[src/shared/emhf_cfg.svh]
/*
  constants of the event message housekeeping framer: register offsets,
  reset values, frame layout figures.
  assumes inclusion by bare name from the package and the design.
*/
`ifndef EMHF_CFG_SVH
`define EMHF_CFG_SVH

`define EMHF_OFF_CTRL      8'h00
`define EMHF_OFF_HKCFG     8'h04
`define EMHF_OFF_EXEC      8'h08
`define EMHF_OFF_REJ       8'h0c
`define EMHF_OFF_STAT      8'h10

`define EMHF_SRC_RST       6'h20
`define EMHF_CLASS_RST     2'h3
`define EMHF_IDUP_RST      5'h13
`define EMHF_STDLEN_RST    8'h22
`define EMHF_HKCODE_RST    8'h00

`define EMHF_SLOTS         4'h8
`define EMHF_LAST_SLOT     3'h7
`define EMHF_LAST_OFF      3'h5
`define EMHF_EXT_BYTES     9'h032
`define EMHF_EMPTY_ID      8'hff
`define EMHF_MAX_ID        8'hfe
`define EMHF_FIRST_STD     8'h03

`endif

[src/shared/emhf_pkg.sv]
/*
  types of the event message housekeeping framer.
  assumes emhf_cfg.svh is on the include path.
*/
`default_nettype none
package emhf_pkg;
  `include "emhf_cfg.svh"

  typedef struct packed {
    logic        ok;
    logic [2:0]  reason;
    logic [7:0]  code;
    logic [7:0]  apid;
    logic [15:0] psc;
    logic        onboard;
  } emhf_cmd_s;

  typedef struct packed {
    logic [5:0]  src;
    logic [1:0]  cls;
    logic [7:0]  id;
    logic [7:0]  code;
    logic [7:0]  apid;
    logic [15:0] psc;
  } emhf_msg_s;

  typedef enum logic [2:0] {
    ST_IDLE, ST_LEN, ST_CID, ST_STD, ST_CNT_HI, ST_CNT_LO, ST_SLOT
  } emhf_state_e;
endpackage : emhf_pkg
`default_nettype wire

[src/emhf_framer.sv]
/*
  event message housekeeping framer: command check counting, rejection
  messages, essential housekeeping block with eight-slot event extension,
  apb register slave.
  assumes a synchronous command checker upstream and a byte sink that
  takes hk_byte_out on hk_valid_out and hk_ready_in.
*/
// Implementation choices: the placing of the registers and the APB register port.
// Notes on behaviour
// - passing command executes, executed counter increments
// - failing command: discard, count, queue message (dropped, counted only, when the 16-entry queue is full)
// - messages appended after standard housekeeping data
// - exactly eight slots per block
// - slot is three 16-bit words
// - length byte (n+50)/2, then command code
// - valid counter two bytes, then slots
// - counter position follows standard length n
// - empty slots carry identifier 255
// - carried messages deleted after readout
// - word one top six bits: source
// - next two bits: message class
// - identifier stays within 128 to 254
// - identifier upper bits from allocated range
// - low three identifier bits give reason
// - body: command code, apid, sequence control
// - sequence bits zero, zero, origin
`timescale 1ns/100ps
`default_nettype none
`include "emhf_cfg.svh"
module emhf_framer
  import emhf_pkg::*;
#(
  parameter int DEPTH = 16,
  parameter int CNT_W = 16
) (
  input  wire logic        clk_in,
  input  wire logic        reset_n_in,
  input  wire logic        psel_in,
  input  wire logic        penable_in,
  input  wire logic        pwrite_in,
  input  wire logic [7:0]  paddr_in,
  input  wire logic [31:0] pwdata_in,
  output var  logic [31:0] prdata_out,
  output logic             pready_out,
  output logic             pslverr_out,
  input  wire logic        cmd_valid_in,
  input  wire emhf_cmd_s   cmd_in,
  output var  logic        cmd_exec_out,
  input  wire logic        hk_start_in,
  input  wire logic [7:0]  std_byte_in,
  output logic             std_take_out,
  output var  logic [7:0]  hk_byte_out,
  output var  logic        hk_valid_out,
  input  wire logic        hk_ready_in,
  output logic             busy_out
);
  localparam int PW = $clog2(DEPTH);
  function automatic logic [7:0] slot_byte(input emhf_msg_s m, input logic [2:0] off);
    case (off)
      3'h0:    slot_byte = {m.src, m.cls};
      3'h1:    slot_byte = m.id;
      3'h2:    slot_byte = m.code;
      3'h3:    slot_byte = m.apid;
      3'h4:    slot_byte = m.psc[15:8];
      default: slot_byte = m.psc[7:0];
    endcase
  endfunction : slot_byte
  logic [5:0]       src_q;
  logic [1:0]       cls_q;
  logic [4:0]       idup_q;
  logic [7:0]       stdlen_q;
  logic [7:0]       hkcode_q;
  logic [CNT_W-1:0] exec_q;
  logic [CNT_W-1:0] rej_q;
  logic [PW:0]      count_q;
  logic [PW-1:0]    rd_q;
  logic [PW-1:0]    wr_q;
  logic [3:0]       snap_q;
  emhf_state_e      state_q;
  logic [7:0]       pos_q;
  logic [2:0]       slot_q;
  logic [2:0]       off_q;
  emhf_msg_s        mem_q [DEPTH];
  wire setup_rd  = psel_in & ~penable_in & ~pwrite_in;
  wire access    = psel_in & penable_in;
  wire wr_en     = access & pwrite_in;
  wire hit_ctrl  = paddr_in == `EMHF_OFF_CTRL;
  wire hit_hkcfg = paddr_in == `EMHF_OFF_HKCFG;
  wire hit_exec  = paddr_in == `EMHF_OFF_EXEC;
  wire hit_rej   = paddr_in == `EMHF_OFF_REJ;
  wire hit_stat  = paddr_in == `EMHF_OFF_STAT;
  wire mapped    = hit_ctrl | hit_hkcfg | hit_exec | hit_rej | hit_stat;
  wire ro_hit    = hit_exec | hit_rej | hit_stat;
  assign pready_out  = 1'b1;
  assign pslverr_out = access & (~mapped | (pwrite_in & ro_hit));
  wire [31:0] rd_word =
    hit_ctrl  ? {19'h0, idup_q, cls_q, src_q} :
    hit_hkcfg ? {16'h0, hkcode_q, stdlen_q} :
    hit_exec  ? 32'(exec_q) :
    hit_rej   ? 32'(rej_q) :
    hit_stat  ? {23'h0, busy_out, 3'h0, 5'(count_q)} : 32'h0;
  wire cmd_ok  = cmd_valid_in & cmd_in.ok;
  wire cmd_bad = cmd_valid_in & ~cmd_in.ok;
  wire full    = count_q == (PW + 1)'(DEPTH);
  wire push    = cmd_bad & ~full;
  wire [7:0] raw_id = {1'b1, idup_q[3:0], cmd_in.reason};
  emhf_msg_s new_msg;
  assign new_msg.src  = src_q;
  assign new_msg.cls  = cls_q;
  assign new_msg.id   = (raw_id == `EMHF_EMPTY_ID) ? `EMHF_MAX_ID : raw_id;
  assign new_msg.code = cmd_in.code;
  assign new_msg.apid = cmd_in.apid;
  assign new_msg.psc  = {2'b00, cmd_in.onboard, cmd_in.psc[12:0]};
  wire advance  = ~hk_valid_out | hk_ready_in;
  wire last_std = pos_q == stdlen_q;
  wire last_out = (state_q == ST_SLOT) & (slot_q == `EMHF_LAST_SLOT)
                  & (off_q == `EMHF_LAST_OFF) & advance;
  wire pop      = last_out;
  wire start    = (state_q == ST_IDLE) & hk_start_in;
  wire [8:0] len_sum = 9'(stdlen_q) + `EMHF_EXT_BYTES;
  wire [3:0] pend_lim = (count_q > (PW + 1)'(`EMHF_SLOTS)) ? `EMHF_SLOTS : 4'(count_q);
  wire slot_full = 4'(slot_q) < snap_q;
  emhf_msg_s slot_msg;
  emhf_msg_s empty_msg;
  assign slot_msg  = mem_q[PW'(rd_q + PW'(slot_q))];
  assign empty_msg = '{src: src_q, cls: cls_q, id: `EMHF_EMPTY_ID, default: '0};
  assign busy_out  = state_q != ST_IDLE;
  assign std_take_out = (state_q == ST_STD) & advance;
  logic [7:0]  cur_byte;
  emhf_state_e state_d;
  always_comb begin
    cur_byte = 8'h00;
    state_d  = state_q;
    case (state_q)
      ST_IDLE: begin
        if (hk_start_in) begin
          state_d = ST_LEN;
        end
      end
      ST_LEN: begin
        cur_byte = len_sum[8:1];
        state_d  = ST_CID;
      end
      ST_CID: begin
        cur_byte = hkcode_q;
        state_d  = (stdlen_q < `EMHF_FIRST_STD) ? ST_CNT_HI : ST_STD;
      end
      ST_STD: begin
        cur_byte = std_byte_in;
        state_d  = last_std ? ST_CNT_HI : ST_STD;
      end
      ST_CNT_HI: begin
        state_d = ST_CNT_LO;
      end
      ST_CNT_LO: begin
        cur_byte = 8'(snap_q);
        state_d  = ST_SLOT;
      end
      ST_SLOT: begin
        cur_byte = slot_byte(slot_full ? slot_msg : empty_msg, off_q);
        if ((slot_q == `EMHF_LAST_SLOT) && (off_q == `EMHF_LAST_OFF)) begin
          state_d = ST_IDLE;
        end
      end
      default: state_d = ST_IDLE;
    endcase
  end
  always_ff @(posedge clk_in or negedge reset_n_in) begin
    if (!reset_n_in) begin
      src_q      <= `EMHF_SRC_RST;
      cls_q      <= `EMHF_CLASS_RST;
      idup_q     <= `EMHF_IDUP_RST;
      stdlen_q   <= `EMHF_STDLEN_RST;
      hkcode_q   <= `EMHF_HKCODE_RST;
      prdata_out <= 32'h0;
    end else begin
      if (setup_rd) begin
        prdata_out <= rd_word;
      end
      if (wr_en && hit_ctrl) begin
        src_q  <= pwdata_in[5:0];
        cls_q  <= pwdata_in[7:6];
        idup_q <= pwdata_in[12:8];
      end
      if (wr_en && hit_hkcfg) begin
        stdlen_q <= pwdata_in[7:0];
        hkcode_q <= pwdata_in[15:8];
      end
    end
  end
  always_ff @(posedge clk_in or negedge reset_n_in) begin
    if (!reset_n_in) begin
      exec_q       <= '0;
      rej_q        <= '0;
      cmd_exec_out <= 1'b0;
    end else begin
      cmd_exec_out <= cmd_ok;
      exec_q <= exec_q + CNT_W'(cmd_ok);
      rej_q <= rej_q + CNT_W'(cmd_bad);
    end
  end
  always_ff @(posedge clk_in) begin
    if (push) begin
      mem_q[wr_q] <= new_msg;
    end
  end

  always_ff @(posedge clk_in or negedge reset_n_in) begin
    if (!reset_n_in) begin
      wr_q    <= '0;
      rd_q    <= '0;
      count_q <= '0;
    end else begin
      if (push) begin
        wr_q <= wr_q + PW'(1);
      end
      if (pop) begin
        rd_q <= PW'(rd_q + PW'(snap_q));
      end
      count_q <= count_q + (PW + 1)'(push) - (pop ? (PW + 1)'(snap_q) : '0);
    end
  end
  always_ff @(posedge clk_in or negedge reset_n_in) begin
    if (!reset_n_in) begin
      state_q      <= ST_IDLE;
      pos_q        <= '0;
      slot_q       <= '0;
      off_q        <= '0;
      snap_q       <= '0;
      hk_byte_out  <= 8'h00;
      hk_valid_out <= 1'b0;
    end else begin
      if (start) begin
        snap_q <= pend_lim;
        pos_q  <= `EMHF_FIRST_STD;
        slot_q <= '0;
        off_q  <= '0;
      end
      if (advance && state_q != ST_IDLE) begin
        state_q      <= state_d;
        hk_byte_out  <= cur_byte;
        hk_valid_out <= 1'b1;
        if (state_q == ST_STD) begin
          pos_q <= pos_q + 8'h01;
        end
        // six bytes per slot, eight slots
        if (state_q == ST_SLOT) begin
          off_q <= (off_q == `EMHF_LAST_OFF) ? 3'h0 : off_q + 3'h1;
          if (off_q == `EMHF_LAST_OFF) begin
            slot_q <= slot_q + 3'h1;
          end
        end
      end else if (state_q == ST_IDLE) begin
        state_q <= state_d;
        if (hk_ready_in) begin
          hk_valid_out <= 1'b0;
        end
      end
    end
  end

  logic [8:0] sent_q;
  always_ff @(posedge clk_in or negedge reset_n_in) begin
    if (!reset_n_in) begin
      sent_q <= '0;
    end else if (start) begin
      sent_q <= '0;
    end else if (advance && busy_out) begin
      sent_q <= sent_q + 9'h001;
    end
  end
endmodule : emhf_framer
`default_nettype wire

[config.mk]
export PLATFORM = sky130hd
export DESIGN_NAME = emhf_framer
export DESIGN_NICKNAME = d
export VERILOG_FILES = /design/src/shared/emhf_pkg.sv /design/src/emhf_framer.sv
export VERILOG_INCLUDE_DIRS = /design/src /design/src/shared
export SDC_FILE = /design/constraint.sdc
export NUM_CORES = 1
export LEC_CHECK = 0
export BUFFER_PORTS_ARGS = -buffer_cell sky130_fd_sc_hd__buf_4
export CORE_MARGIN = 2
export CORE_UTILIZATION = 40
export DETAILED_ROUTE_END_ITERATION = 7
export PLACE_DENSITY = 0.53
export SYNTH_ARGS = -nofsm -noshare
export SYNTH_HDL_FRONTEND = slang
export SYNTH_SLANG_ARGS = --single-unit
export TNS_END_PERCENT = 30
[constraint.sdc]
create_clock -name clk_in -period 4 [get_ports clk_in]
set_clock_uncertainty 0.2 [all_clocks]
set_input_delay 0.8 -clock clk_in [delete_from_list [all_inputs] [get_ports clk_in]]
set_output_delay 0.8 -clock clk_in [all_outputs]
set_load 0.01 [all_outputs]
==> results of run 1 <==
## critical path: stages (launching register included)
cell and delay [ns]:
dfrtp_1 0.44, ha_4 0.20, fa_4 0.80, buf_12 0.20
buf_4 0.22, mux4_2 0.32, mux4_2 0.52, nand2_1 0.16
nand3_1 0.24, a211o_1 0.35
## power by group
group          leakage, uW  internal [uW]  switching (uW)
sequential         0.00826          10100             391
combinational      0.00440            922            1570
clock              0.00148           5020            3470
## how the worst max path moves through the flow
stage | startpoint | endpoint | slack, ns | cells after the start
floorplan | cmd_valid_in | mem_q[10][0] | 0.59 | 6
finish | slot_q[0] | hk_byte_out[4] | 0.20 | 9
global route | slot_q[0] | hk_byte_out[2] | 0.07 | 9
global placement | slot_q[0] | hk_byte_out[2] | 0.19 | 11
CTS | slot_q[0] | hk_byte_out[2] | 0.18 | 11
detailed placement | slot_q[0] | hk_byte_out[2] | 0.19 | 11
## registers in the layout (all words and copies together), names as in the netlist, 5 cells and up
register	cells
count_q	5
stdlen_q	8
src_q	6
pos_q	8
mem_q	720
exec_q	16
rej_q	16
hkcode_q	8
prdata_out	16
idup_q	5
hk_byte_out	8
## layout make-up
class	instances	area (sq um)	area share [%]
sequential	841	24700	60.3
multi-input combinational	974	9420	23.0
clock buffer	106	2410	5.89
timing repair buffer	227	2270	5.55
tap	1155	1450	3.54
clock inverter	61	613	1.50
inverter	15	56.3	0.138
antenna	2	5.00	0.0122
## per-stage QoR
step / worst slack [ns] / std cells
final: 0.202 / 3381
after global routing: 0.0702 / 3381
after CTS: 0.176 / 3379
after detailed placement: 0.189 / 3211
after global placement: 0.192 / 3211
after floorplan: 0.595 / 1958
## routing by layer
layer	up-vias	part of all wire, %
met1	9908	43
met4	6	3.2
met5	-	0.14
met3	145	5.7
met2	600	48
li1	8143	-
## cell usage in the layout, fill, tap and decap left out, types with 8 or more instances in the layout
cell type | Yosys | layout
mux4_2 | 185 | 185
ha_1 | 29 | 28
mux2_2 | 30 | 30
bufinv_16 | 0 | 11
clkbuf_1 | 51 | 11
and2_1 | 26 | 10
buf_4 | 38 | 181
nand2_1 | 189 | 188
a211oi_1 | 8 | 8
inv_1 | 13 | 13
dfstp_2 | 8 | 8
nor3_1 | 13 | 12
nand3_1 | 46 | 46
clkinv_2 | 0 | 22
xnor2_1 | 31 | 30
a2111oi_0 | 11 | 11
a21oi_1 | 34 | 33
clkinv_1 | 2 | 17
a22oi_1 | 10 | 10
buf_12 | 1 | 45
and2_2 | 0 | 10
clkbuf_16 | 0 | 94
edfxtp_1 | 720 | 720
a31oi_1 | 16 | 16
mux2_4 | 10 | 10
o21ai_0 | 51 | 51
xor2_1 | 22 | 22
nand4_1 | 20 | 20
mux2i_1 | 44 | 44
nor2_1 | 41 | 40
nor2b_1 | 10 | 10
and3_1 | 18 | 18
dfrtp_1 | 113 | 113
conb_1 | 2 | 17
## cells by family (layout without fill, tap and decap cells)
| family | after synthesis | after routing | synth area share [%] |
|---|---|---|---|
| xor gates and xnor gates | 54 | 54 | 1.39 |
| AOI/OAI and AO/OA | 207 | 207 | 4.05 |
| DFF | 841 | 841 | 71.1 |
| adders and majority gates | 32 | 32 | 1.22 |
| buffers and inverters | 143 | 409 | 2.16 |
| and+or+nand+nor | 395 | 395 | 5.39 |
| muxes | 269 | 269 | 14.7 |
| other | 2 | 19 | 0.0216 |
==> flow_metrics.env, run 1 <==
export IMPL_status="finished, final reports clean"
export IMPL_fin_crit_sh_pct=94.9
export IMPL_synthTopCellsByArea="edfxtp_1 (62%), mux4_2 (12%), dfrtp_1 (8.2%)"
export IMPL_fill_cells=7311
export IMPL_grt_pass1_vias=19500
export IMPL_synth_edf_count=720
export IMPL_die_w_um=298
export IMPL_use_met3_pct=3.94
export IMPL_vias=18800
export IMPL_portBuffers=102
export IMPL_cts_sinks=841
export IMPL_post_cts_resized=0
export IMPL_hold_violations=0
export IMPL_grtUsageMet1_pct=28.4
export IMPL_drt_total_wl_um=92700
export IMPL_postCtsHoldBufs=1
export IMPL_r2r_slack_ns=0.20
export IMPL_globalRoute_totalOverflow=0
export IMPL_cts_tree="done"
export IMPL_num_io_pins=139
export IMPL_fin_nets=2275
export IMPL_dieArea_sq_mm=0.0891
export IMPL_drtPass1Iterations=5
export IMPL_path_clk_slew_ns=0.06
export IMPL_h_tree_depth=3
export IMPL_cts_buffers=91
export IMPL_synth_most_common_cell="edfxtp_1"
export IMPL_grt_first_pass_wirelength_um=135000
export IMPL_ys_seq_area_share_pct=71.1
export IMPL_worst_skew_pair_late_latency_ns=0.64
export IMPL_whs_endpoint="hkcode_q[5]"
export IMPL_cts_buffer_depth=3
export IMPL_initial_core_util_pct=40.2
export IMPL_utilization_pct=47.3
export IMPL_first_iter_violations=1649
export IMPL_p_leak_uw=0.0141
export IMPL_regToRegStartpoint="slot_q[0]"
export IMPL_finalSetupViolCount=0
export IMPL_viasPerCell=5.56
export IMPL_hpwlAfterDp_um=56800
export IMPL_postRouteAntennaNets=0
export IMPL_syn_area_per_cell_sq_um=17.9
export IMPL_slew_headroom_pct=40.6
export IMPL_cts_root_buf="clkbuf_16"
export IMPL_wl_per_cell_um=27.4
export IMPL_yosysWarnings=0
export IMPL_period_needed_ns=3.80
export IMPL_tightest_slew_ns=0.869
export IMPL_core_area_sq_mm=0.0863
export IMPL_antenna_found_initial=5
export IMPL_worstSetupStartpointType="flop"
export IMPL_finalPower_uw=21400
export IMPL_gp_congestion=0.835
export IMPL_rows=108
export IMPL_grt_met2_usage_pct=33.7
export IMPL_yosys_area_top_type="edfxtp_1"
export IMPL_chipHeight_um=298
export IMPL_route_detailed_drc=0
export IMPL_r2r_end="hk_byte_out[4]"
export IMPL_peakVddDrop_v=0.000374
export IMPL_grt_max_degree=94
export IMPL_max_cap_viol_count=0
export IMPL_p_per_area_mw_per_mm2=525
export IMPL_drive_gt1_share_pct=28.5
export IMPL_setup_tns_ns=0
export IMPL_hold_slack_ns=0.196
export IMPL_r2r_cells=9
export IMPL_final_area_sq_mm=0.0409
export IMPL_place_area_sq_mm=0.0378
export IMPL_max_freq_mhz=263
export IMPL_cp_end_kind="flop"
export IMPL_hp_class="input pin to flop"
export IMPL_drv_slew=0
export IMPL_area_delta_synth_final_pct=17.8
export IMPL_rsz0062_at_grt="no"
export IMPL_synth_ff_type="edfxtp_1"
export IMPL_synth_seq_cells=841
export IMPL_holdCritStartpoint="pwdata_in[13]"
export IMPL_synth_common_cells="edfxtp_1 (720), nand2_1 (189), mux4_2 (185)"
export IMPL_synth_cells=1943
export IMPL_min_path_cells=2
export IMPL_crit_required_ns=4.33
export IMPL_crit_type="flop to flop"
export IMPL_busiest_layer="met2"
export IMPL_synth_area_sq_mm=0.0347
export IMPL_synth_cell_types=78
export IMPL_critPathArrivalTime_ns=4.13
export IMPL_crit_fanout=18
export IMPL_grt_use_total_pct=20.9
export IMPL_cts_setup_buffers=0
export IMPL_yosysTopAreaCellShare_pct=62.3
export IMPL_async_flop_share_pct=14.4
No activity file was read; power rests on OpenSTA's default activity.
==> run 2: changes to the inputs <==
- ABC_AREA: not set -> 1
==> run 2 against run 1 <==
Critical path depth is 6 higher; largest power group unchanged; worst hold slack worse by 0.063 ns; sequential cell count stayed put; core utilization is 0.80 points lower; critical endpoint is now hk_byte_out[5].
==> flow_metrics.env, run 2 <==
export IMPL_status="finished, final reports clean"
export IMPL_slowest_delay_ns=0.84
export IMPL_globalRoute_totalOverflow=0
export IMPL_drtPass1Iterations=5
export IMPL_worst_skew_pair_late_latency_ns=0.64
export IMPL_p_sw_share_pct=26.3
export IMPL_vias=24100
export IMPL_critPathArrivalTime_ns=3.87
export IMPL_synthAdderAreaFrac_pct=1.19
export IMPL_setup_tns_ns=0
export IMPL_top_register="mem_q"
export IMPL_synth_xor_area_share_pct=1.18
export IMPL_peakVddDrop_v=0.000412
export IMPL_synth_cells=3195
export IMPL_cp_common_cell="nand3_1"
export IMPL_regToRegStartpoint="slot_q[0]"
export IMPL_hold_violations=0
export IMPL_largest_register_ffs=720
export IMPL_post_cts_resized=0
export IMPL_cp_end_kind="flop"
export IMPL_drt_total_wl_um=96900
export IMPL_setup_worst_path_start="slot_q[0]"
export IMPL_period_needed_ns=3.56
export IMPL_antenna_found_initial=0
export IMPL_yosysTopAreaCellShare_pct=60.9
export IMPL_syn_area_per_cell_sq_um=11.1
export IMPL_num_io_pins=139
export IMPL_cts_sinks=841
export IMPL_synth_common_cells="nand2_1 (962), edfxtp_1 (720), nand3_1 (612)"
export IMPL_core_area_sq_mm=0.0881
export IMPL_synth_ff_type="edfxtp_1"
export IMPL_drv_slew=0
export IMPL_cp_num_buf_inv=2
export IMPL_portBuffers=102
export IMPL_slew_headroom_pct=39.6
export IMPL_initial_core_util_pct=40.3
export IMPL_fin_crit_sh_pct=88.9
export IMPL_p_per_area_mw_per_mm2=513
export IMPL_p_leak_uw=0.0156
export IMPL_crit_type="flop to flop"
export IMPL_cts_setup_buffers=0
export IMPL_critical_path_top_delay_family="simple AND/OR/NAND/NOR gates"
export IMPL_rows=109
export IMPL_die_w_um=302
export IMPL_max_freq_mhz=281
export IMPL_r2r_end="hk_byte_out[5]"
export IMPL_combPwrFrac_pct=13.1
export IMPL_cts_tree="done"
export IMPL_cts_root_buf="clkbuf_16"
export IMPL_wl_per_cell_um=21.3
export IMPL_synth_area_sq_mm=0.0355
export IMPL_yosys_area_share_simple_pct=21.0
export IMPL_r2r_slack_ns=0.44
export IMPL_gp_congestion=0.839
export IMPL_worstSetupStartpointType="flop"
export IMPL_fill_cells=7991
export IMPL_yosys_area_top_type="edfxtp_1"
export IMPL_dieArea_sq_mm=0.0911
export IMPL_finalSetupViolCount=0
export IMPL_yosysWarnings=0
export IMPL_hold_slack_ns=0.132
export IMPL_postCtsHoldBufs=0
export IMPL_postRouteAntennaNets=0
export IMPL_synthMuxAreaShare_pct=0.0634
export IMPL_synth_most_common_cell="nand2_1"
export IMPL_fin_nets=3431
export IMPL_drive_gt1_share_pct=10.5
export IMPL_synth_top_family_by_area="simple AND/OR/NAND/NOR gates"
export IMPL_hp_class="input pin to asynchronous set/reset pin"
export IMPL_grt_first_pass_wirelength_um=145000
export IMPL_synth_cell_types=47
export IMPL_r2r_cells=15
export IMPL_crit_fanout=35
export IMPL_synth_seq_cells=841
export IMPL_crit_required_ns=4.32
export IMPL_first_iter_violations=1786
export IMPL_synth_compound_area_share_pct=3.33
export IMPL_p_int_uw=15500
export IMPL_route_detailed_drc=0
export IMPL_ys_seq_area_share_pct=69.5
export IMPL_tightest_slew_ns=0.904
export IMPL_p_switching_uw=5520
export IMPL_cp_cell_sequence="ha_4 > fa_4 > buf_12 > buf_12 > nand3_1 > nand3_1 > nand3_1 > nand3_1 > nand3_1 > nand2_1 > nand3_1 > nand2_1 > nand2_1 > nand2_1 > nand2_1"
export IMPL_rsz0062_at_grt="no"
export IMPL_cpMaxStageDelayCell="fa_4"
export IMPL_async_flop_share_pct=14.4
export IMPL_cts_buffers=90
export IMPL_h_tree_depth=3
export IMPL_max_cap_viol_count=0
export IMPL_hpwlAfterDp_um=55400
export IMPL_chipHeight_um=302
export IMPL_grt_use_total_pct=21.2
export IMPL_path_clk_slew_ns=0.06
export IMPL_grt_pass1_vias=23500
export IMPL_layout_commonest_cell="nand2_1"
export IMPL_seqPwrFrac_pct=49.3
export IMPL_synthTopCellsByArea="edfxtp_1 (61%), nand2_1 (10%), nand3_1 (8.6%)"
export IMPL_area_delta_synth_final_pct=15.5
export IMPL_antenna_cells=0
export IMPL_grt_max_degree=133
export IMPL_synth_edf_count=720
export IMPL_cts_buffer_depth=3
export IMPL_viasPerCell=5.30
export IMPL_clkPwrFrac_pct=37.6
export IMPL_mostFrequentLayoutCells="nand2_1 (960), edfxtp_1 (720), nand3_1 (612)"
[run 2: cell count changes in the layout (fill, tap and decap cells not counted), moves of 14 or more]
cell      previous run  this run
o21ai_0             51       122
xnor2_1             30        11
mux2_2              30         2
buf_4              181       155
clkbuf_1            11        29
a31oi_1             16         2
nand2_1            188       960
nor2_4               0        16
and3_1              18         0
nand3_1             46       612
mux4_2             185         0
inv_1               13       123
nor2_1              40       107
mux2i_1             44         0
[run 2: cell type report]
type / instances / area (sq um) / share of cell area, %
clock buffer: 122 / 2440 / 5.94
clock inverter: 41 / 349 / 0.851
inverter: 127 / 489 / 1.19
multi-input combinational: 2055 / 9720 / 23.7
sequential: 841 / 24700 / 60.1
tap: 1165 / 1460 / 3.56
timing repair buffer: 191 / 1880 / 4.60
[run 2: stage by stage]
| stage | instances | area, sq um | util (%) | power (uW) | setup WS, ns |
|---|---|---|---|---|---|
| floorplan | 3210 | 35600 | - | 12000 | 0.128 |
| CTS | 4542 | 41000 | 46.5 | 21200 | 0.418 |
| global placement | 4379 | 38200 | 43.4 | 13200 | 0.436 |
| detailed placement | 4379 | 38200 | 43.4 | 13300 | 0.425 |
| global route | 4542 | 41000 | 46.5 | 21900 | 0.213 |
| finish | 4542 | 41000 | 46.5 | 21000 | 0.444 |
[run 2: power groups by stage]
stage | combinational, uW | sequential (uW) | clock, uW
4_1_cts | 2770 | 10400 | 8060
2_1_floorplan | 1470 | 10500 | 0
3_3_place_gp | 2710 | 10500 | 0
5_1_grt | 3040 | 10400 | 8420
3_5_place_dp | 2760 | 10500 | 0
6_report | 2750 | 10400 | 7910
[run 2: cell families after synthesis]
| logic type | after synthesis |
|---|---|
| buf+inv | 314 |
| compound gates | 213 |
| other cells | 2 |
| fa+ha+maj | 32 |
| mux | 2 |
| flops | 841 |
| xor+xnor | 45 |
| simple gates | 1746 |
[run 2: worst max-delay path by stage]
stage,slack (ns),to,depth (start not counted)
after global routing,0.21,hk_byte_out[0],17
after global placement,0.44,hk_byte_out[0],17
after detailed placement,0.42,hk_byte_out[5],15
after floorplan,0.13,mem_q[11][0],6
after CTS,0.42,hk_byte_out[5],15
final,0.44,hk_byte_out[5],15
[run 2: routing by layer]
metal  track usage (%)  share of wire, %  vias up
met2              35.0                48      655
met5                 0                 0        -
met4              6.18               2.4        0
met1              29.6                45    12000
met3              2.60               5.0      152
li1                  -                 -    11300
[run 2: worst register-to-register path: stages, from the launching register on]
cell     delay, ns
dfrtp_1       0.45
ha_4          0.20
fa_4          0.84
buf_12        0.21
buf_12        0.26
nand3_1       0.14
nand3_1       0.09
nand3_1       0.12
nand3_1       0.22
nand3_1       0.25
nand2_1       0.13
nand3_1       0.11
nand2_1       0.08
nand2_1       0.05
nand2_1       0.05
nand2_1       0.05
==> run 3: changes to the inputs <==
- CTS_BUF_LIST: not set -> sky130_fd_sc_hd__clkbuf_4 sky130_fd_sc_hd__clkbuf_8 sky130_fd_sc_hd__clkbuf_16
==> run 3 against run 2 <==
Register-to-register slack worse by 0.02 ns; via count about the same; combinational power about the same; routed wire length down 0.14%.
==> flow_metrics.env, run 3 (synthesis gave the netlist of run 2 again) <==
export IMPL_setup_tns_ns=0
export IMPL_grt_pass1_vias=23500
export IMPL_layout_commonest_cell="nand2_1"
export IMPL_busiest_layer="met2"
export IMPL_cp_num_buf_inv=2
export IMPL_initial_core_util_pct=40.3
export IMPL_drtPass1Iterations=5
export IMPL_cp_end_kind="flop"
export IMPL_slew_headroom_pct=39.6
export IMPL_num_io_pins=139
export IMPL_mostFrequentLayoutCells="nand2_1 (960), edfxtp_1 (720), nand3_1 (612)"
export IMPL_hpwlAfterDp_um=55400
export IMPL_fin_crit_sh_pct=89.3
export IMPL_grt_use_total_pct=21.2
export IMPL_worst_skew_pair_late_latency_ns=0.64
export IMPL_largest_register_ffs=720
export IMPL_max_cap_viol_count=0
export IMPL_hold_violations=0
export IMPL_tightest_slew_ns=0.905
export IMPL_slowest_delay_ns=0.69
export IMPL_period_needed_ns=3.57
export IMPL_peakVddDrop_v=0.000414
export IMPL_grtUsageMet1_pct=29.6
export IMPL_critPathArrivalTime_ns=3.87
export IMPL_antenna_found_initial=0
export IMPL_gp_congestion=0.839
export IMPL_utilization_pct=46.7
export IMPL_p_per_area_mw_per_mm2=516
export IMPL_post_cts_resized=0
export IMPL_route_detailed_drc=0
export IMPL_cts_root_buf="clkbuf_16"
export IMPL_cp_common_cell="nand2_1"
export IMPL_grt_met2_usage_pct=34.9
export IMPL_use_met3_pct=2.64
export IMPL_cts_setup_buffers=0
export IMPL_globalRoute_totalOverflow=0
export IMPL_vias=24100
export IMPL_rows=109
export IMPL_grt_max_degree=133
export IMPL_worst_slack_ns=0.429
export IMPL_seqPwrFrac_pct=48.8
export IMPL_drv_slew=0
export IMPL_cts_buffer_depth=3
export IMPL_area_delta_synth_final_pct=15.8
export IMPL_postCtsHoldBufs=0
export IMPL_wl_per_cell_um=21.3
export IMPL_h_tree_depth=3
export IMPL_status="finished, final reports clean"
export IMPL_crit_fanout=56
export IMPL_p_sw_share_pct=26.0
export IMPL_top_register="mem_q"
export IMPL_crit_required_ns=4.30
export IMPL_postRouteAntennaNets=0
export IMPL_clkPwrFrac_pct=38.2
export IMPL_cp_cell_sequence="ha_4 > fa_4 > inv_6 > buf_12 > nand3_1 > nand2_1 > nand2_1 > nand2_1 > nand2_1 > nand3_1 > nand2_1 > nor2_1 > nand3_1 > nand2_1 > nand2_1 > nand2_1 > nand2_1"
export IMPL_portBuffers=102
export IMPL_crit_type="flop to flop"
export IMPL_antenna_cells=0
export IMPL_viasPerCell=5.31
export IMPL_drt_total_wl_um=96800
export IMPL_dieArea_sq_mm=0.0911
export IMPL_cts_tree="done"
export IMPL_fin_nets=3431
export IMPL_first_iter_violations=1941
export IMPL_cts_buffers=90
export IMPL_p_leak_uw=0.0157
export IMPL_core_area_sq_mm=0.0881
export IMPL_cts_sinks=841
export IMPL_pre_cts_ws_ns=0.425
export IMPL_path_clk_slew_ns=0.06
export IMPL_chipHeight_um=302
export IMPL_drive_gt1_share_pct=11.3
export IMPL_p_int_uw=15700
export IMPL_worstSetupStartpointType="flop"
export IMPL_combPwrFrac_pct=12.9
export IMPL_p_switching_uw=5520
export IMPL_finalPower_uw=21200
export IMPL_max_freq_mhz=280
export IMPL_finalSetupViolCount=0
export IMPL_grt_first_pass_wirelength_um=145000
export IMPL_die_w_um=302
export IMPL_cpMaxStageDelayCell="fa_4"
export IMPL_critical_path_top_delay_family="simple AND/OR/NAND/NOR gates"
export IMPL_rsz0062_at_grt="no"
export IMPL_hp_class="input pin to asynchronous set/reset pin"
==> run 3: area by class of cell <==
| class | count | area [sq um] |
|---|---|---|
| tap | 1165 | 1460 |
| timing repair buffer | 191 | 1880 |
| inverter | 127 | 489 |
| sequential | 841 | 24700 |
| clock buffer | 122 | 2540 |
| clock inverter | 41 | 349 |
| multi-input combinational | 2055 | 9720 |
| fill | 7970 | 47000 |
==> run 3: worst reg2reg max path, delay by kind of cell (launching register included) <==
kind | cells | cell delay [ns]
simple gates | 13 | 1.27
fa+ha+maj | 2 | 0.89
buf+inv | 2 | 0.63
flops | 1 | 0.45
==> run 3: final timing paths <==
kind / startpoint / slack, ns / end / cells after the start
setup / recovery: slot_q[0] / 0.43 / hk_byte_out[0] / 17
hold / removal: reset_n_in / 0.13 / rej_q[14] / 2
setup reg to reg: slot_q[0] / 0.43 / hk_byte_out[0] / 17
hold reg to reg: rej_q[14] / 0.27 / rej_q[14] / 1
max in group asynchronous: reset_n_in / 2.90 / hk_byte_out[7] / 2
min in group clk_in: hk_ready_in / 0.17 / hk_valid_out / 2
==> run 3: power by group through the flow <==
| stage | logic, uW | registers, uW | clock network, uW |
|---|---|---|---|
| floorplan | 1470 | 10500 | 0 |
| global placement | 2710 | 10500 | 0 |
| detailed placement | 2760 | 10500 | 0 |
| CTS | 2770 | 10400 | 8260 |
| global route | 3040 | 10400 | 8620 |
| finish | 2750 | 10400 | 8110 |
==> run 3: per-stage QoR <==
step | instances | hold slack, ns | area [sq um]
finish | 4542 | 0.128 | 41100
detailed placement | 4379 | 0.256 | 38200
floorplan | 3210 | 0.242 | 35600
global placement | 4379 | 0.258 | 38200
global route | 4542 | 0.163 | 41100
CTS | 4542 | 0.140 | 41100
==> run 3: layer usage <==
metal / vias up / part of all wire, %
met2: 685 / 48
met4: 0 / 2.4
met5: - / 0
met1: 12000 / 44
li1: 11300 / -
met3: 152 / 5.6
